<file path="config.mk">
export PLATFORM = sky130hd
export DESIGN_NAME = ccd_high_speed_edge_timing_core
export DESIGN_NICKNAME = d
export VERILOG_FILES = /design/src/rtl/ccd_timing_pkg.sv /design/src/rtl/edge_waveform_gen.sv /design/src/rtl/sync_counter.sv /design/src/rtl/ccd_high_speed_edge_timing_core.sv
export SDC_FILE = /design/constraint.sdc
export NUM_CORES = 1
export LEC_CHECK = 0
export BUFFER_PORTS_ARGS = -buffer_cell sky130_fd_sc_hd__buf_2
export CORE_MARGIN = 2
export CORE_UTILIZATION = 50
export DETAILED_ROUTE_END_ITERATION = 8
export MAX_ROUTING_LAYER = met4
export PLACE_DENSITY = 0.73
export SETUP_SLACK_MARGIN = 0.1
export SYNTH_ARGS = -nofsm -noshare
export SYNTH_HDL_FRONTEND = slang
export SYNTH_SLANG_ARGS = --single-unit
</file>
<file path="constraint.sdc">
create_clock -name ref_clk -period 7.9 [get_ports ref_clk]
set_input_delay 0.79 -clock ref_clk [delete_from_list [all_inputs] [get_ports ref_clk]]
set_output_delay 0.79 -clock ref_clk [all_outputs]
set_load 0.05 [all_outputs]
</file>
<file path="src/rtl/ccd_timing_pkg.sv">
// How it works
// - Each effective reference period is split into 64 edge positions, 0 to 63.
// - Halving control at index 0x0D divides the reference rate by two.
// - Crystal drive output is the inverse of the reference clock input, delayed by three register stages.
// - Reset-gate clock has programmable rising and falling edges and polarity.
// - First horizontal clock has programmable rising and falling edges and polarity.
// - Mode 1: clocks three, five, seven follow one; even clocks are its inverse.
// - Every edge-location field is 6 bits and selects one of 64 positions.
// - 3-bit drive codes at 0x35/0x36: 0 off, 1-3 steps, 4-7 maximum.
// - Polarity bit inverts the waveform when 0 and passes it when 1.
// - Reset-level and signal-level strobes sit at 6-bit sampling positions.
// - Horizontal configuration field at 0x23 bits 9:7 selects output derivation.
// - Pixel and line counters run 0 to 8191 and place the line and field sync outputs.
// - Master mode: external sync resets counters and resynchronises line/field syncs.
// - Slave mode: field and line syncs come in and the pixel and line counters follow them.
// - Edge generation behaves the same in master and slave mode.
// - Host programs all timing parameters through the register port.
// - Configuration codes 001, 010, 100 are modes 1-3; all others invalid.
package ccd_timing_pkg;

  // ==========================================================================
  // Sizes.
  localparam int EDGE_BITS = 6;
  localparam int EDGE_POSITIONS = 64;
  localparam int PIX_BITS = 13;
  localparam int NUM_EDGE = 5;
  localparam int NUM_PINS = 10;
  localparam int DRV_BITS = 3;
  localparam int NUM_SYNC = 4;

  // ==========================================================================
  // Register indices; the byte address is four times the index.
  localparam logic [9:0] IDX_CLKDIV = 10'h00d;
  localparam logic [9:0] IDX_HCFG = 10'h023;
  localparam logic [9:0] IDX_DRV0 = 10'h035;
  localparam logic [9:0] IDX_DRV1 = 10'h036;
  localparam logic [9:0] IDX_EDGE_BASE = 10'h040;
  localparam logic [9:0] IDX_SAMP = 10'h045;
  localparam logic [9:0] IDX_SYNC = 10'h046;
  localparam logic [9:0] IDX_LINES = 10'h047;
  localparam logic [9:0] IDX_STATUS = 10'h048;

  // ==========================================================================
  // Field positions.
  localparam int CLKDIV_BIT = 0;
  localparam int HCFG_LSB = 7;
  localparam int EDGE_CFG_W = 13;
  localparam int DRV0_PINS = 6;
  localparam int DRV0_W = 18;
  localparam int DRV1_W = 12;
  localparam int SAMP_SHD_LSB = 6;
  localparam int SYNC_SLAVE_BIT = 0;
  localparam int SYNC_PPL_LSB = 1;
  localparam int STAT_LINE_LSB = 16;
  localparam int STAT_INVALID_BIT = 31;

  // Edge slots and pin slots.
  localparam int E_RG = 0;
  localparam int E_H1 = 1;
  localparam int E_H2 = 2;
  localparam int E_HL = 3;
  localparam int E_H5 = 4;
  localparam int P_RG = 0;
  localparam int P_HL = 1;
  localparam int P_H1 = 2;

  // Synchroniser slots.
  localparam int S_REF = 0;
  localparam int S_EXT = 1;
  localparam int S_FIELD = 2;
  localparam int S_LINE = 3;

  // ==========================================================================
  // Codes and reset values.
  localparam logic [2:0] HMODE1 = 3'h1;
  localparam logic [2:0] HMODE2 = 3'h2;
  localparam logic [2:0] HMODE3 = 3'h4;
  localparam logic [2:0] DRV_MAX = 3'h4;
  localparam logic [2:0] DRV_OFF = 3'h0;
  localparam logic [2:0] HCFG_RST = 3'h1;
  localparam logic [29:0] DRV_RST = 30'h12492492;
  localparam logic [11:0] SAMP_RST = 12'h820;
  localparam logic [12:0] PPL_RST = 13'h1fff;
  localparam logic [12:0] LPF_RST = 13'h1fff;
  localparam logic [5:0] PHASE_LAST = 6'h3f;

  typedef struct packed {
    logic pol;
    logic [5:0] fall;
    logic [5:0] rise;
  } edge_cfg_s;

  localparam edge_cfg_s EDGE_RST = '{pol: 1'b1, fall: 6'h20, rise: 6'h00};

  typedef struct packed {
    logic level;
    logic oe;
    logic [2:0] step;
  } pin_drive_s;

  typedef enum logic {SC_WAIT = 1'b0, SC_RUN = 1'b1} sync_state_e;

endpackage : ccd_timing_pkg

</file>
<file path="src/rtl/edge_waveform_gen.sv">
`timescale 1ns/100ps
module edge_waveform_gen (
  input wire logic [5:0] phase,
  input wire ccd_timing_pkg::edge_cfg_s cfg,
  output logic level
);

  logic raw;

  // ==========================================================================
  // Waveform from edge positions.
  always_comb begin
    if (cfg.rise < cfg.fall) begin
      raw = (phase >= cfg.rise) && (phase < cfg.fall);
    end else if (cfg.rise > cfg.fall) begin
      raw = (phase >= cfg.rise) || (phase < cfg.fall);
    end else begin
      raw = 1'b0;
    end
    level = cfg.pol ? raw : ~raw;
  end

endmodule : edge_waveform_gen

</file>
<file path="src/rtl/sync_counter.sv">
`timescale 1ns/100ps
module sync_counter (
  input wire logic ref_clk,
  input wire logic sys_rst,
  input wire logic tick,
  input wire logic slaveMode,
  input wire logic extSync,
  input wire logic lineIn,
  input wire logic fieldIn,
  input wire logic [12:0] pplLast,
  input wire logic [12:0] lpfLast,
  output logic [12:0] pixel,
  output logic [12:0] line
);

  ccd_timing_pkg::sync_state_e state_reg, state_next;
  logic [12:0] pix_reg, pix_next, line_reg, line_next;

  // ==========================================================================
  // Pixel and line counters.
  always_comb begin
    state_next = state_reg;
    pix_next = pix_reg;
    line_next = line_reg;
    case (state_reg)
      ccd_timing_pkg::SC_WAIT: begin
        if (!slaveMode || fieldIn) begin
          state_next = ccd_timing_pkg::SC_RUN;
          pix_next = '0;
          line_next = '0;
        end
      end
      ccd_timing_pkg::SC_RUN: begin
        if (slaveMode) begin
          if (fieldIn) begin
            pix_next = '0;
            line_next = '0;
          end else if (lineIn) begin
            pix_next = '0;
            line_next = (line_reg == lpfLast) ? '0 : 13'(line_reg + 13'h1);
          end else if (tick && pix_reg != pplLast) begin
            pix_next = 13'(pix_reg + 13'h1);
          end
        end else if (extSync) begin
          pix_next = '0;
          line_next = '0;
        end else if (tick) begin
          if (pix_reg == pplLast) begin
            pix_next = '0;
            line_next = (line_reg == lpfLast) ? '0 : 13'(line_reg + 13'h1);
          end else begin
            pix_next = 13'(pix_reg + 13'h1);
          end
        end
      end
      default: state_next = ccd_timing_pkg::SC_WAIT;
    endcase
  end

  always_ff @(posedge ref_clk or posedge sys_rst) begin
    if (sys_rst) begin
      state_reg <= ccd_timing_pkg::SC_WAIT;
      pix_reg <= '0;
      line_reg <= '0;
    end else begin
      state_reg <= state_next;
      pix_reg <= pix_next;
      line_reg <= line_next;
    end
  end

  assign pixel = pix_reg;
  assign line = line_reg;

endmodule : sync_counter

</file>
<file path="src/rtl/ccd_high_speed_edge_timing_core.sv">
`timescale 1ns/100ps
module ccd_high_speed_edge_timing_core (
  input wire logic ref_clk,
  input wire logic sys_rst,
  input wire logic psel,
  input wire logic penable,
  input wire logic pwrite,
  input wire logic [11:0] paddr,
  input wire logic [31:0] pwdata,
  output logic [31:0] prdata,
  output logic pready,
  output logic pslverr,
  input wire logic reference_clock_in,
  output logic crystal_drive_out,
  input wire logic external_sync,
  input wire logic field_sync_in,
  output logic field_sync_out,
  output logic field_sync_oe,
  input wire logic line_sync_in,
  output logic line_sync_out,
  output logic line_sync_oe,
  output ccd_timing_pkg::pin_drive_s reset_gate_clock,
  output ccd_timing_pkg::pin_drive_s last_horizontal_clock,
  output ccd_timing_pkg::pin_drive_s horizontal_clock_one,
  output ccd_timing_pkg::pin_drive_s horizontal_clock_two,
  output ccd_timing_pkg::pin_drive_s horizontal_clock_three,
  output ccd_timing_pkg::pin_drive_s horizontal_clock_four,
  output ccd_timing_pkg::pin_drive_s horizontal_clock_five,
  output ccd_timing_pkg::pin_drive_s horizontal_clock_six,
  output ccd_timing_pkg::pin_drive_s horizontal_clock_seven,
  output ccd_timing_pkg::pin_drive_s horizontal_clock_eight,
  output logic reset_level_sample,
  output logic signal_level_sample
);

  // ==========================================================================
  // Declarations.
  logic [9:0] idx;
  logic setupPhase, accessPhase, hit;
  logic [31:0] rdata;
  logic [31:0] prdata_reg, prdata_next;
  logic pready_reg, pready_next, pslverr_reg, pslverr_next;
  logic ref_clock_halve_reg, ref_clock_halve_next;
  logic [2:0] horizontal_output_config_reg, horizontal_output_config_next;
  ccd_timing_pkg::edge_cfg_s edgeCfg_reg [ccd_timing_pkg::NUM_EDGE];
  ccd_timing_pkg::edge_cfg_s edgeCfg_next [ccd_timing_pkg::NUM_EDGE];
  logic [29:0] drv_reg, drv_next;
  logic [11:0] samp_reg, samp_next;
  logic slave_reg, slave_next;
  logic [12:0] ppl_reg, ppl_next, lpf_reg, lpf_next;
  logic [5:0] phase_reg, phase_next;
  logic halfTick_reg, halfTick_next;
  logic advance, periodEnd;
  logic [ccd_timing_pkg::NUM_SYNC-1:0] syncA_reg, syncB_reg, syncC_reg;
  logic [12:0] pixel, line;
  logic [ccd_timing_pkg::NUM_EDGE-1:0] edgeLevel;
  logic [7:0] hLevel;
  logic configInvalid;
  logic [ccd_timing_pkg::NUM_PINS-1:0] pinLevel;
  ccd_timing_pkg::pin_drive_s pin_reg [ccd_timing_pkg::NUM_PINS];
  ccd_timing_pkg::pin_drive_s pin_next [ccd_timing_pkg::NUM_PINS];
  logic resetSample_reg, resetSample_next, signalSample_reg, signalSample_next;
  logic crystal_reg, crystal_next, syncOe_reg, syncOe_next;
  logic fieldOut_reg, fieldOut_next, lineOut_reg, lineOut_next;

  // ==========================================================================
  // Register port.
  assign idx = paddr[11:2];
  assign setupPhase = psel && !penable;
  assign accessPhase = psel && penable && pready_reg;

  always_comb begin
    hit = 1'b1;
    rdata = '0;
    case (idx)
      ccd_timing_pkg::IDX_CLKDIV: rdata[ccd_timing_pkg::CLKDIV_BIT] = ref_clock_halve_reg;
      ccd_timing_pkg::IDX_HCFG: rdata[ccd_timing_pkg::HCFG_LSB+:3] = horizontal_output_config_reg;
      ccd_timing_pkg::IDX_DRV0: rdata[ccd_timing_pkg::DRV0_W-1:0] = drv_reg[ccd_timing_pkg::DRV0_W-1:0];
      ccd_timing_pkg::IDX_DRV1: rdata[ccd_timing_pkg::DRV1_W-1:0] = drv_reg[29:ccd_timing_pkg::DRV0_W];
      ccd_timing_pkg::IDX_SAMP: rdata[11:0] = samp_reg;
      ccd_timing_pkg::IDX_SYNC: begin
        rdata[ccd_timing_pkg::SYNC_SLAVE_BIT] = slave_reg;
        rdata[ccd_timing_pkg::SYNC_PPL_LSB+:13] = ppl_reg;
      end
      ccd_timing_pkg::IDX_LINES: rdata[12:0] = lpf_reg;
      ccd_timing_pkg::IDX_STATUS: begin
        rdata[12:0] = pixel;
        rdata[ccd_timing_pkg::STAT_LINE_LSB+:13] = line;
        rdata[ccd_timing_pkg::STAT_INVALID_BIT] = configInvalid;
      end
      default: hit = 1'b0;
    endcase
    for (int i = 0; i < ccd_timing_pkg::NUM_EDGE; i++) begin
      if (idx == 10'(ccd_timing_pkg::IDX_EDGE_BASE + 10'(i))) begin
        hit = 1'b1;
        rdata[ccd_timing_pkg::EDGE_CFG_W-1:0] = edgeCfg_reg[i];
      end
    end
  end

  always_comb begin
    prdata_next = prdata_reg;
    pslverr_next = pslverr_reg;
    pready_next = setupPhase;
    ref_clock_halve_next = ref_clock_halve_reg;
    horizontal_output_config_next = horizontal_output_config_reg;
    edgeCfg_next = edgeCfg_reg;
    drv_next = drv_reg;
    samp_next = samp_reg;
    slave_next = slave_reg;
    ppl_next = ppl_reg;
    lpf_next = lpf_reg;
    if (setupPhase) begin
      prdata_next = pwrite ? '0 : rdata;
      pslverr_next = !hit;
    end
    if (accessPhase && pwrite) begin
      case (idx)
        ccd_timing_pkg::IDX_CLKDIV: ref_clock_halve_next = pwdata[ccd_timing_pkg::CLKDIV_BIT];
        ccd_timing_pkg::IDX_HCFG: horizontal_output_config_next = pwdata[ccd_timing_pkg::HCFG_LSB+:3];
        ccd_timing_pkg::IDX_DRV0: drv_next[ccd_timing_pkg::DRV0_W-1:0] = pwdata[ccd_timing_pkg::DRV0_W-1:0];
        ccd_timing_pkg::IDX_DRV1: drv_next[29:ccd_timing_pkg::DRV0_W] = pwdata[ccd_timing_pkg::DRV1_W-1:0];
        ccd_timing_pkg::IDX_SAMP: samp_next = pwdata[11:0];
        ccd_timing_pkg::IDX_SYNC: begin
          slave_next = pwdata[ccd_timing_pkg::SYNC_SLAVE_BIT];
          ppl_next = pwdata[ccd_timing_pkg::SYNC_PPL_LSB+:13];
        end
        ccd_timing_pkg::IDX_LINES: lpf_next = pwdata[12:0];
        default: begin
        end
      endcase
      for (int i = 0; i < ccd_timing_pkg::NUM_EDGE; i++) begin
        if (idx == 10'(ccd_timing_pkg::IDX_EDGE_BASE + 10'(i))) begin
          edgeCfg_next[i] = ccd_timing_pkg::edge_cfg_s'(pwdata[ccd_timing_pkg::EDGE_CFG_W-1:0]);
        end
      end
    end
  end

  always_ff @(posedge ref_clk or posedge sys_rst) begin
    if (sys_rst) begin
      prdata_reg <= '0;
      pready_reg <= 1'b0;
      pslverr_reg <= 1'b0;
      ref_clock_halve_reg <= 1'b0;
      horizontal_output_config_reg <= ccd_timing_pkg::HCFG_RST;
      for (int i = 0; i < ccd_timing_pkg::NUM_EDGE; i++) begin
        edgeCfg_reg[i] <= ccd_timing_pkg::EDGE_RST;
      end
      drv_reg <= ccd_timing_pkg::DRV_RST;
      samp_reg <= ccd_timing_pkg::SAMP_RST;
      slave_reg <= 1'b0;
      ppl_reg <= ccd_timing_pkg::PPL_RST;
      lpf_reg <= ccd_timing_pkg::LPF_RST;
    end else begin
      prdata_reg <= prdata_next;
      pready_reg <= pready_next;
      pslverr_reg <= pslverr_next;
      ref_clock_halve_reg <= ref_clock_halve_next;
      horizontal_output_config_reg <= horizontal_output_config_next;
      edgeCfg_reg <= edgeCfg_next;
      drv_reg <= drv_next;
      samp_reg <= samp_next;
      slave_reg <= slave_next;
      ppl_reg <= ppl_next;
      lpf_reg <= lpf_next;
    end
  end

  assign prdata = prdata_reg;
  assign pready = pready_reg;
  assign pslverr = pslverr_reg;

  // ==========================================================================
  // Edge position counter.
  always_comb begin
    halfTick_next = ref_clock_halve_reg ? ~halfTick_reg : 1'b0;
    advance = !ref_clock_halve_reg || halfTick_reg;
    phase_next = advance ? 6'(phase_reg + 6'h1) : phase_reg;
    periodEnd = advance && (phase_reg == ccd_timing_pkg::PHASE_LAST);
  end

  always_ff @(posedge ref_clk or posedge sys_rst) begin
    if (sys_rst) begin
      phase_reg <= '0;
      halfTick_reg <= 1'b0;
    end else begin
      phase_reg <= phase_next;
      halfTick_reg <= halfTick_next;
    end
  end

  // ==========================================================================
  // Pin synchronisers.
  always_ff @(posedge ref_clk or posedge sys_rst) begin
    if (sys_rst) begin
      syncA_reg <= '0;
      syncB_reg <= '0;
      syncC_reg <= '0;
    end else begin
      syncA_reg <= {line_sync_in, field_sync_in, external_sync, reference_clock_in};
      syncB_reg <= syncA_reg;
      syncC_reg <= syncB_reg;
    end
  end

  // ==========================================================================
  // Pixel and line counting.
  sync_counter u_counter (
    .ref_clk(ref_clk),
    .sys_rst(sys_rst),
    .tick(periodEnd),
    .slaveMode(slave_reg),
    .extSync(syncB_reg[ccd_timing_pkg::S_EXT] && !syncC_reg[ccd_timing_pkg::S_EXT]),
    .lineIn(syncB_reg[ccd_timing_pkg::S_LINE] && !syncC_reg[ccd_timing_pkg::S_LINE]),
    .fieldIn(syncB_reg[ccd_timing_pkg::S_FIELD] && !syncC_reg[ccd_timing_pkg::S_FIELD]),
    .pplLast(ppl_reg),
    .lpfLast(lpf_reg),
    .pixel(pixel),
    .line(line)
  );

  // ==========================================================================
  // Edge waveforms.
  // independent of sync mode
  for (genvar g = 0; g < ccd_timing_pkg::NUM_EDGE; g++) begin : g_edge
    edge_waveform_gen u_gen (
      .phase(phase_reg),
      .cfg(edgeCfg_reg[g]),
      .level(edgeLevel[g])
    );
  end

  // ==========================================================================
  // Horizontal mapping and output drivers.
  always_comb begin
    configInvalid = 1'b0;
    hLevel = '0;
    case (horizontal_output_config_reg)
      ccd_timing_pkg::HMODE1: hLevel = {4{~edgeLevel[ccd_timing_pkg::E_H1], edgeLevel[ccd_timing_pkg::E_H1]}};
      ccd_timing_pkg::HMODE2: hLevel = {4{edgeLevel[ccd_timing_pkg::E_H2], edgeLevel[ccd_timing_pkg::E_H1]}};
      ccd_timing_pkg::HMODE3: hLevel = {{2{~edgeLevel[ccd_timing_pkg::E_H5], edgeLevel[ccd_timing_pkg::E_H5]}},
                                        {2{~edgeLevel[ccd_timing_pkg::E_H1], edgeLevel[ccd_timing_pkg::E_H1]}}};
      default: configInvalid = 1'b1;
    endcase
    pinLevel = {hLevel, edgeLevel[ccd_timing_pkg::E_HL], edgeLevel[ccd_timing_pkg::E_RG]};
  end

  for (genvar p = 0; p < ccd_timing_pkg::NUM_PINS; p++) begin : g_pin
    logic [2:0] code;
    assign code = drv_reg[p*ccd_timing_pkg::DRV_BITS+:ccd_timing_pkg::DRV_BITS];
    always_comb begin
      pin_next[p].level = pinLevel[p];
      pin_next[p].oe = (code != ccd_timing_pkg::DRV_OFF);
      pin_next[p].step = (code > ccd_timing_pkg::DRV_MAX) ? ccd_timing_pkg::DRV_MAX : code;
    end
    always_ff @(posedge ref_clk or posedge sys_rst) begin
      if (sys_rst) begin
        pin_reg[p] <= '0;
      end else begin
        pin_reg[p] <= pin_next[p];
      end
    end
  end

  // ==========================================================================
  // Strobes, crystal drive and sync outputs.
  always_comb begin
    resetSample_next = (phase_reg == samp_reg[5:0]);
    signalSample_next = (phase_reg == samp_reg[ccd_timing_pkg::SAMP_SHD_LSB+:6]);
    crystal_next = ~syncB_reg[ccd_timing_pkg::S_REF];
    lineOut_next = !slave_reg && (pixel == '0);
    fieldOut_next = !slave_reg && (line == '0);
    syncOe_next = !slave_next;
  end

  always_ff @(posedge ref_clk or posedge sys_rst) begin
    if (sys_rst) begin
      resetSample_reg <= 1'b0;
      signalSample_reg <= 1'b0;
      crystal_reg <= 1'b1;
      lineOut_reg <= 1'b0;
      fieldOut_reg <= 1'b0;
      syncOe_reg <= 1'b1;
    end else begin
      resetSample_reg <= resetSample_next;
      signalSample_reg <= signalSample_next;
      crystal_reg <= crystal_next;
      lineOut_reg <= lineOut_next;
      fieldOut_reg <= fieldOut_next;
      syncOe_reg <= syncOe_next;
    end
  end

  assign reset_level_sample = resetSample_reg;
  assign signal_level_sample = signalSample_reg;
  assign crystal_drive_out = crystal_reg;
  assign line_sync_out = lineOut_reg;
  assign field_sync_out = fieldOut_reg;
  assign line_sync_oe = syncOe_reg;
  assign field_sync_oe = syncOe_reg;
  assign reset_gate_clock = pin_reg[ccd_timing_pkg::P_RG];
  assign last_horizontal_clock = pin_reg[ccd_timing_pkg::P_HL];
  assign horizontal_clock_one = pin_reg[ccd_timing_pkg::P_H1];
  assign horizontal_clock_two = pin_reg[ccd_timing_pkg::P_H1+1];
  assign horizontal_clock_three = pin_reg[ccd_timing_pkg::P_H1+2];
  assign horizontal_clock_four = pin_reg[ccd_timing_pkg::P_H1+3];
  assign horizontal_clock_five = pin_reg[ccd_timing_pkg::P_H1+4];
  assign horizontal_clock_six = pin_reg[ccd_timing_pkg::P_H1+5];
  assign horizontal_clock_seven = pin_reg[ccd_timing_pkg::P_H1+6];
  assign horizontal_clock_eight = pin_reg[ccd_timing_pkg::P_H1+7];

endmodule : ccd_high_speed_edge_timing_core

</file>
==> qor.yml, run 1 <==
clock_network:
  cts_tree: "built"
  cts_root_buffer: "clkbuf_16"
  cts_made_buffers: 28
  holdBufCountCts: 0
  clkTransAtPathRegs_ns: 0.07
  post_cts.resized_instances: 0
  clk_latency_ns: 0.55
  post_cts.repair.setup_buffers: 0
  clk_path_buf_depth: 3
  clkSinkCount: 267
  htree_levels: 1
synth:
  count_of_flip_flops_with_a_built_in_enable_after_synthesis: 0
  synth_top_area_share_pct: 37.6
  synth_sequential_area_ratio_pct: 46.9
  yosys-top-cells-area: "dfrtp_1 (38%), mux2_2 (10%), dfstp_2 (9.3%)"
  ys_async_sr_fraction_pct: 100
  ys.warnings.count: 0
  synthesis.area_per_instance_um2: 10.7
  syn_inst: 1349
  post_synth_instance_area_mm2: 0.0144
  netlist-cell-type-count: 79
  synth.most_common_cell: "dfrtp_1"
  synth_commonest_cells: "dfrtp_1 (216), mux2_2 (128), nand2_1 (102)"
  synth.largest_area_cell: "dfrtp_1"
  ys.flop_type: "dfrtp_1"
  synth-seq-cells: 267
sta:
  worst_hold_margin_ns: 0.349
  timing_hold_violations_final: 0
  maxSlewHeadroom_pct: 16.7
  maxClockFrequency_ghz: 0.290
  setup_slack_ns: 4.45
  setup-violations-final: 0
  worstMarginPinSlew_ns: 1.24
  fin_worst_skew_ns: 0.0246
  final.min_clock_period_ns: 3.45
  layout_worst_path_cycle_share_pct: 43.6
  grt_setup_unrepaired: "false"
  setup_total_neg_slack_ns: 0
  final_max_slew_viol_count: 0
power_and_ir_drop:
  sw_frac_of_total_pct: 27.2
  share_comb_of_total_power_pct: 17.2
  internal_power_mw: 2.51
  p_sw_mw: 0.935
  pwr-share-seq_pct: 40.7
  vdd_ir_drop_max_mv: 0.188
  power_mw: 3.44
  leakage_nw: 7.77
  clock_power_share_pct: 42.1
  pwr_density_cell_mw_per_mm2: 213
floorplanning:
  num_rows: 62
  num_io_pins: 144
  die_width_um: 174
  dieArea_mm2: 0.0301
  coreArea_mm2: 0.0285
  die_height_um: 174
  floorplan.initialDensity_pct: 50.5
routing:
  wl_per_cell_um: 21.7
  routed_wirelength_mm: 39.7
  drt_first_iter_violations: 1255
  vias_per_cell: 5.92
  route.vias.total: 10900
  route.antenna.remaining_nets: 0
  firstDrtPassIters: 9
  route.detailed.drc: 0
critical_path:
  critPathRequiredTime_ns: 8.30
  critical_path.endpoint_type: "register"
  critical_path_class: "reg -> reg"
  worst_r2r_path_depth: 10
  worstSetupStartpointType: "register"
  worst_ep_arrival_time_ns: 3.84
  worstPathMaxFanout: 8
placed_design:
  dpl_hpwl_mm: 28.0
  routabilityCongestion: 0.980
  place_ws_ns: 4.10
  place_area_mm2: 0.0151
  portBuffers: 125
  dp.cells: 1782
cells_and_area:
  area_taken_by_multi_input_logic_gates_mm2: 0.00686
  largest_reg_flops: 65
  layout.core_utilization_pct: 56.7
  stdcell_area_mm2: 0.0162
  fillCellCount: 2423
  layout-area-overhead-vs-synth_pct: 12.4
  drive_gt1_share_pct: 27.1
  final_net_count: 1571
  final-instance-count-excl-fill: 1835
  seq_area_mm2: 0.00675
global_route:
  groute.usage.overall_pct: 27.5
  antenna_found_initial: 1
  global_route_wire_length_before_repair_mm: 62.3
  number_of_global_route_vias_before_repair: 10700
  grt_overflow: 0
  maximum_number_of_pins_on_one_net_before_global_route_repair: 72
min_path:
  worst_hold_path_type: "reg -> reg"
  hold_depth: 1
job:
  timing.max_cap.violations: 0
outcome:
  outcome: "finished, final reports clean"
## path summary, 6_finish.rpt
kind	start	slack, ns	to
max	phase_reg[0]$_DFFE_PP0N_	4.45	horizontal_clock_six[4]$_DFF_PP0_
min	syncB_reg[0]$_DFF_PP0_	0.35	crystal_drive_out$_DFF_PP1_
max reg2reg	phase_reg[0]$_DFFE_PP0N_	4.45	horizontal_clock_six[4]$_DFF_PP0_
min reg2reg	syncB_reg[0]$_DFF_PP0_	0.35	crystal_drive_out$_DFF_PP1_
max in group asynchronous	sys_rst	6.02	reset_gate_clock[1]$_DFF_PP0_
min in group asynchronous	sys_rst	0.48	syncB_reg[0]$_DFF_PP0_
## routing by layer
layer / part of all wire, % / up-vias / global-route usage, %
li1: - / 4932 / -
met1: 42 / 5400 / 36.3
met2: 47 / 448 / 43.6
met3: 7.5 / 92 / 3.57
met4: 3.8 / 0 / 10.6
met5: 0 / - / -
## cell usage in the layout, fill, tap and decap left out, drive strengths merged, types with 3 or more instances in the layout
cell type / n
nand2b: 19
o41ai: 3
clkinv: 3
mux2i: 22
or2: 5
o211ai: 5
nor4b: 4
a21oi: 52
nand3b: 3
a32oi: 13
xnor2: 40
a22oi: 17
ha: 90
a211oi: 5
nor3: 22
a221oi: 3
dfstp: 51
inv: 76
mux2: 129
o22ai: 9
nand4: 15
and3: 15
bufinv: 6
dfrtp: 216
xor2: 18
o21ai: 97
a222oi: 6
o21a: 5
buf: 141
clkbuf: 41
or3: 13
a21o: 15
nor2: 68
o31ai: 8
nand3: 15
nand2: 107
nor4: 11
clkinvlp: 4
nor2b: 30
a22o: 18
## logic make-up after synthesis
family,share of synthesized area (%)
muxes,11.6
and+or+nand+nor,12.1
buffers and inverters,5.38
other,0.0261
adders and majority gates,7.84
xor gates and xnor gates,3.53
AOI/OAI and AO/OA,12.6
DFF,46.9
## worst max-delay path, stage by stage (launching register included)
cell,delay [ns]
dfrtp_1,0.72
inv_1,0.40
ha_1,0.37
nand2b_1,0.15
a2111oi_0,0.43
o31ai_1,0.17
nor2_1,0.11
o31ai_1,0.12
xnor2_1,0.50
or2_2,0.21
o211ai_1,0.09
## layout make-up
| type | count | area share (%) |
|---|---|---|
| diodes | 1 | 0.0155 |
| multi-input cells | 912 | 42.5 |
| clock buffers | 41 | 5.02 |
| flip-flops and latches | 267 | 41.8 |
| repair buffers | 141 | 4.62 |
| well taps | 384 | 2.97 |
| inverters | 78 | 1.84 |
| clock inverters | 11 | 1.32 |
## power groups by stage
stage | Sequential (mW) | Combinational (mW) | Clock (mW)
after floorplan | 1.48 | 0.351 | 0
after global placement | 1.43 | 0.556 | 0
after detailed placement | 1.43 | 0.585 | 0
after CTS | 1.40 | 0.587 | 1.47
after global routing | 1.40 | 0.664 | 1.53
final | 1.40 | 0.591 | 1.45
No activity file was read; power rests on OpenSTA's default activity.
==> run 2, diff against run 1 <==
--- a/config.mk
+++ b/config.mk
@@ -10,7 +10,7 @@
 export CORE_UTILIZATION = 50
 export DETAILED_ROUTE_END_ITERATION = 8
 export MAX_ROUTING_LAYER = met4
-export PLACE_DENSITY = 0.73
+export PLACE_DENSITY = 0.7
 export SETUP_SLACK_MARGIN = 0.1
 export SYNTH_ARGS = -nofsm -noshare
 export SYNTH_HDL_FRONTEND = slang
==> constraint.sdc (replaced) <==
create_clock -name ref_clk -period 3.3 [get_ports ref_clk]
set_input_delay 0.33 -clock ref_clk [delete_from_list [all_inputs] [get_ports ref_clk]]
set_output_delay 0.33 -clock ref_clk [all_outputs]
set_load 0.05 [all_outputs]
==> qor.yml, run 2 (same netlist as run 1, synthesis figures left out) <==
job:
  timing.max_cap.violations: 0
critical_path:
  critical_path.endpoint_type: "register"
  worst_ep_arrival_time_ns: 3.21
  worst_r2r_path_depth: 8
  critPathRequiredTime_ns: 3.74
  worstSetupStartpointType: "register"
  critical_path_class: "reg -> reg"
  worstPathMaxFanout: 16
cells_and_area:
  drive_gt1_share_pct: 28.2
  largest_reg_flops: 65
  layout-area-overhead-vs-synth_pct: 13.9
  final_net_count: 1607
  fillCellCount: 2445
  most_frequent_cells_in_the_layout: "dfrtp_1 (216), mux2_2 (128), buf_2 (125)"
  leading_cell_type_in_the_layout_fill_and_taps_excluded: "dfrtp_1"
floorplanning:
  floorplan.initialDensity_pct: 50.5
  die_height_um: 174
  num_rows: 62
  dieArea_mm2: 0.0301
  die_width_um: 174
  coreArea_mm2: 0.0285
  num_io_pins: 144
sta:
  worstMarginPinSlew_ns: 0.819
  setup_slack_ns: 0.527
  fin_worst_skew_ns: 0.0180
  grt_setup_unrepaired: "false"
  maxClockFrequency_ghz: 0.361
  final_max_slew_viol_count: 0
  layout_worst_path_cycle_share_pct: 84.0
  timing_hold_violations_final: 0
  setup-violations-final: 0
  maxSlewHeadroom_pct: 45.0
  final.min_clock_period_ns: 2.77
clock_network:
  post_cts.resized_instances: 0
  clk_latency_ns: 0.57
  clkTransAtPathRegs_ns: 0.06
  cts_tree: "built"
  clkSinkCount: 267
  post_cts.repair.setup_buffers: 0
  holdBufCountCts: 6
  cts_made_buffers: 29
  htree_levels: 1
  clk_path_buf_depth: 3
  cts_root_buffer: "clkbuf_16"
min_path:
  worst_hold_path_type: "in -> reg"
  hold_depth: 2
placed_design:
  place_ws_ns: 0.575
  portBuffers: 125
  dpl_hpwl_mm: 29.9
  routabilityCongestion: 0.985
power_and_ir_drop:
  clock_power_share_pct: 39.6
  internal_power_mw: 5.72
  leakage_nw: 7.92
  pwr-share-seq_pct: 43.0
  pwr_density_cell_mw_per_mm2: 489
  sw_frac_of_total_pct: 28.6
  share_comb_of_total_power_pct: 17.4
  power_mw: 8.01
  vdd_ir_drop_max_mv: 0.368
  p_sw_mw: 2.29
routing:
  vias_per_cell: 5.82
  routed_wirelength_mm: 40.8
  route.vias.total: 10900
  firstDrtPassIters: 6
  route.detailed.drc: 0
  wl_per_cell_um: 21.8
  route.antenna.remaining_nets: 0
  drt_first_iter_violations: 1050
global_route:
  grt_overflow: 0
  antenna_found_initial: 0
  maximum_number_of_pins_on_one_net_before_global_route_repair: 82
  number_of_global_route_vias_before_repair: 10700
  groute.usage.overall_pct: 28.1
  global_route_wire_length_before_repair_mm: 63.4
outcome:
  outcome: "finished, final reports clean"
[run 2: final timing paths]
path / startpoint / endpoint / slack [ns]
max in group asynchronous: sys_rst / drv_reg[1]$_DFFE_PP1P_ / 1.97
worst max register to register: phase_reg[1]$_DFFE_PP0N_ / u_counter.pixel[9]$_DFFE_PP0P_ / 0.53
worst min register to register: syncB_reg[0]$_DFF_PP0_ / crystal_drive_out$_DFF_PP1_ / 0.35
worst min-delay path: pwdata[17] / drv_reg[17]$_DFFE_PP0P_ / 0.02
worst max-delay path: phase_reg[1]$_DFFE_PP0N_ / u_counter.pixel[9]$_DFFE_PP0P_ / 0.53
min in group asynchronous: sys_rst / syncA_reg[0]$_DFF_PP0_ / 0.43
[run 2: final cells by class]
class	count	area, µm²	share of cell area, %
inverter	78	297	1.81
tap	384	480	2.93
timing repair buffer	176	1060	6.48
clock buffer	46	840	5.13
clock inverter	8	87.6	0.535
antenna	1	2.50	0.0153
sequential	267	6750	41.2
multi-input combinational	912	6860	41.9
[run 2: power by group through the flow]
stage	Combinational, mW	Clock (mW)	Sequential (mW)
floorplan	0.839	0	3.53
global placement	1.31	0	3.49
detailed placement	1.37	0	3.49
CTS	1.39	3.22	3.44
global route	1.58	3.36	3.44
finish	1.40	3.17	3.44
[run 2: critical path, stage by stage, from the launching register on]
cell and delay, ns:
dfrtp_1 0.63, ha_1 0.26, nand4_1 0.24, or2_2 0.44, a21oi_1 0.19, o21ai_2 0.24
nor4_1 0.41, xnor2_1 0.17, nor2_1 0.06
[run 2: through the flow]
stage	instances	setup TNS [ns]	hold WS (ns)	util, %	cell area [µm²]
after global placement	1811	0	0.333	54.0	15400
after floorplan	1350	-110.99	0.331	-	14400
after global routing	1871	0	0.0133	57.5	16400
final	1872	0	0.0235	57.5	16400
after CTS	1871	0	0.00738	57.5	16400
after detailed placement	1811	0	0.336	54.0	15400
[run 2: metal layers]
| metal | routed length [µm] | part of all wire (%) | track usage [%] | vias to the layer above |
|---|---|---|---|---|
| li1 | - | - | - | 4997 |
| met1 | 17100 | 42 | 36.0 | 5360 |
| met2 | 19200 | 47 | 44.9 | 442 |
| met3 | 2720 | 6.7 | 4.47 | 95 |
| met4 | 1720 | 4.2 | 10.8 | 0 |
| met5 | 0 | 0 | - | - |
==> run 3, diff against run 2 <==
==> constraint.sdc (replaced) <==
create_clock -name ref_clk -period 2.9 [get_ports ref_clk]
set_input_delay 0.29 -clock ref_clk [delete_from_list [all_inputs] [get_ports ref_clk]]
set_output_delay 0.29 -clock ref_clk [all_outputs]
set_load 0.05 [all_outputs]
==> qor.yml, run 3 (same netlist as run 1, synthesis figures left out) <==
outcome:
  outcome: "finished, final reports clean"
min_path:
  hold_depth: 2
  worst_hold_path_type: "in -> reg"
  min_to: "drv_reg[13]$_DFFE_PP1P_"
  hold_start: "pwdata[13]"
routing:
  firstDrtPassIters: 7
  drt_first_iter_violations: 1094
  routed-wl-met3_mm: 2.62
  route.antenna.remaining_nets: 0
  route.detailed.drc: 0
  highest-signal-layer: "met4"
  routed_wirelength_mm: 40.8
  vias_per_cell: 5.80
  route.vias.total: 10900
  wirelength_met1_mm: 17.3
  wl_per_cell_um: 21.6
  met2_routed_length_mm: 19.2
clock_network:
  clk_latency_ns: 0.54
  clkSinkCount: 267
  post_cts.repair.setup_buffers: 0
  htree_levels: 1
  clk_path_buf_depth: 3
  clkTransAtPathRegs_ns: 0.06
  cts_made_buffers: 28
  cts_tree: "built"
  cts_root_buffer: "clkbuf_16"
placed_design:
  dpl_hpwl_mm: 29.5
  place_area_mm2: 0.0155
  portBuffers: 125
  routabilityCongestion: 0.950
  dp.cells: 1823
  place_ws_ns: 0.297
critical_path:
  worst_r2r_path_depth: 8
  critical-path-max-stage-delay_ns: 0.57
  cp_cell_sequence: "ha_1 > nand4_1 > or2_2 > a21oi_1 > o21ai_2 > nor4b_1 > xnor2_1 > nor2_1"
  worstSetupStartpointType: "register"
  critical_path.endpoint_type: "register"
  worst_ep_arrival_time_ns: 3.01
  regToRegStartpoint: "phase_reg[1]$_DFFE_PP0N_"
  worstReg2RegEnd: "u_counter.pixel[8]$_DFFE_PP0P_"
  worst_setup_path_startpoint: "phase_reg[1]$_DFFE_PP0N_"
  critPathRequiredTime_ns: 3.33
  worstPathMaxFanout: 13
  critical_path_class: "reg -> reg"
  setup.reg_to_reg.worst_slack_ns: 0.32
  critical_path.slowest_cell: "dfrtp_1"
sta:
  setup_slack_ns: 0.321
  final.min_clock_period_ns: 2.58
  layout_worst_path_cycle_share_pct: 88.9
  final_max_slew_viol_count: 0
  fin_worst_skew_ns: 0.00853
  setup-violations-final: 0
  worstMarginPinSlew_ns: 0.905
  maxClockFrequency_ghz: 0.388
  grt_setup_unrepaired: "false"
  maxSlewHeadroom_pct: 39.7
  timing_hold_violations_final: 0
  worst_hold_margin_ns: 0.0215
global_route:
  global_route_wire_length_before_repair_mm: 62.4
  grt_overflow: 0
  number_of_global_route_vias_before_repair: 10400
  maximum_number_of_pins_on_one_net_before_global_route_repair: 156
  groute.usage.overall_pct: 27.8
  antenna_found_initial: 0
cells_and_area:
  stdcell_area_mm2: 0.0165
  antenna-diode-count: 0
  drive_gt1_share_pct: 29.1
  most_frequent_cells_in_the_layout: "dfrtp_1 (216), mux2_2 (128), buf_2 (125)"
  largest_reg_flops: 65
  final-instance-count-excl-fill: 1884
  layout.core_utilization_pct: 58.0
  leading_cell_type_in_the_layout_fill_and_taps_excluded: "dfrtp_1"
  layout-area-overhead-vs-synth_pct: 14.9
  final_net_count: 1621
power_and_ir_drop:
  vdd_ir_drop_max_mv: 0.427
  leakage_nw: 8.00
  pwr_density_cell_mw_per_mm2: 557
floorplanning:
  die_height_um: 174
  die_width_um: 174
  coreArea_mm2: 0.0285
  dieArea_mm2: 0.0301
  floorplan.initialDensity_pct: 50.5
  num_io_pins: 144
  num_rows: 62
job:
  timing.max_cap.violations: 0
-- run 3: worst max-delay path: cells and delay by family (launching register included) --
family                     cells  cell delay [ns]
xor gates and xnor gates       1             0.16
AOI/OAI and AO/OA              2             0.44
DFF                            1             0.57
adders and majority gates      1             0.26
and+or+nand+nor                4             1.04
-- run 3: final cells by class --
cell class / count / area [µm²]
Fill cell: 2445 / 12000
Clock buffer: 40 / 807
Multi-Input combinational cell: 912 / 6860
Inverter: 78 / 297
Sequential cell: 267 / 6750
Clock inverter: 12 / 143
Timing Repair Buffer: 191 / 1180
Tap cell: 384 / 480
-- run 3: repair_timing --
item	4_1_cts	5_1_grt
endpoints found under the setup margin	0	1
endpoints found under the hold margin	58	0
hold buffers	9	0
gates resized for setup	0	1
-- run 3: report_power, final --
group	internal [mW]	total, mW	switching (mW)
Clock	2.20	3.69	1.49
Sequential	3.79	3.87	0.0755
Combinational	0.641	1.64	0.998
-- run 3: stage by stage --
stage	TNS (ns)	total power [mW]
final	0	9.20
after global routing	0	9.60
after CTS	0	9.22
after detailed placement	0	5.52
after global placement	0	5.48
after floorplan	-188.75	4.97
-- run 3: metal layers --
| layer | track usage [%] | vias to the layer above |
|---|---|---|
| met1 | 36.8 | 5374 |
| met2 | 44.4 | 427 |
| met5 | - | - |
| li1 | - | 5018 |
| met4 | 9.64 | 0 |
| met3 | 3.49 | 100 |
-- run 3: worst max-delay path by stage --
| stage | to | cells past startpoint | slack, ns |
|---|---|---|---|
| 2_1_floorplan | drv_reg[0]$_DFFE_PP0P_ | 1 | -0.87 |
| 3_3_place_gp | horizontal_clock_six[4]$_DFF_PP0_ | 11 | 0.34 |
| 3_5_place_dp | prdata[6]$_DFFE_PP0P_ | 7 | 0.30 |
| 4_1_cts | horizontal_clock_six[4]$_DFF_PP0_ | 11 | 0.29 |
| 5_1_grt | horizontal_clock_six[4]$_DFF_PP0_ | 11 | 0.17 |
| 6_report | u_counter.pixel[8]$_DFFE_PP0P_ | 8 | 0.32 |
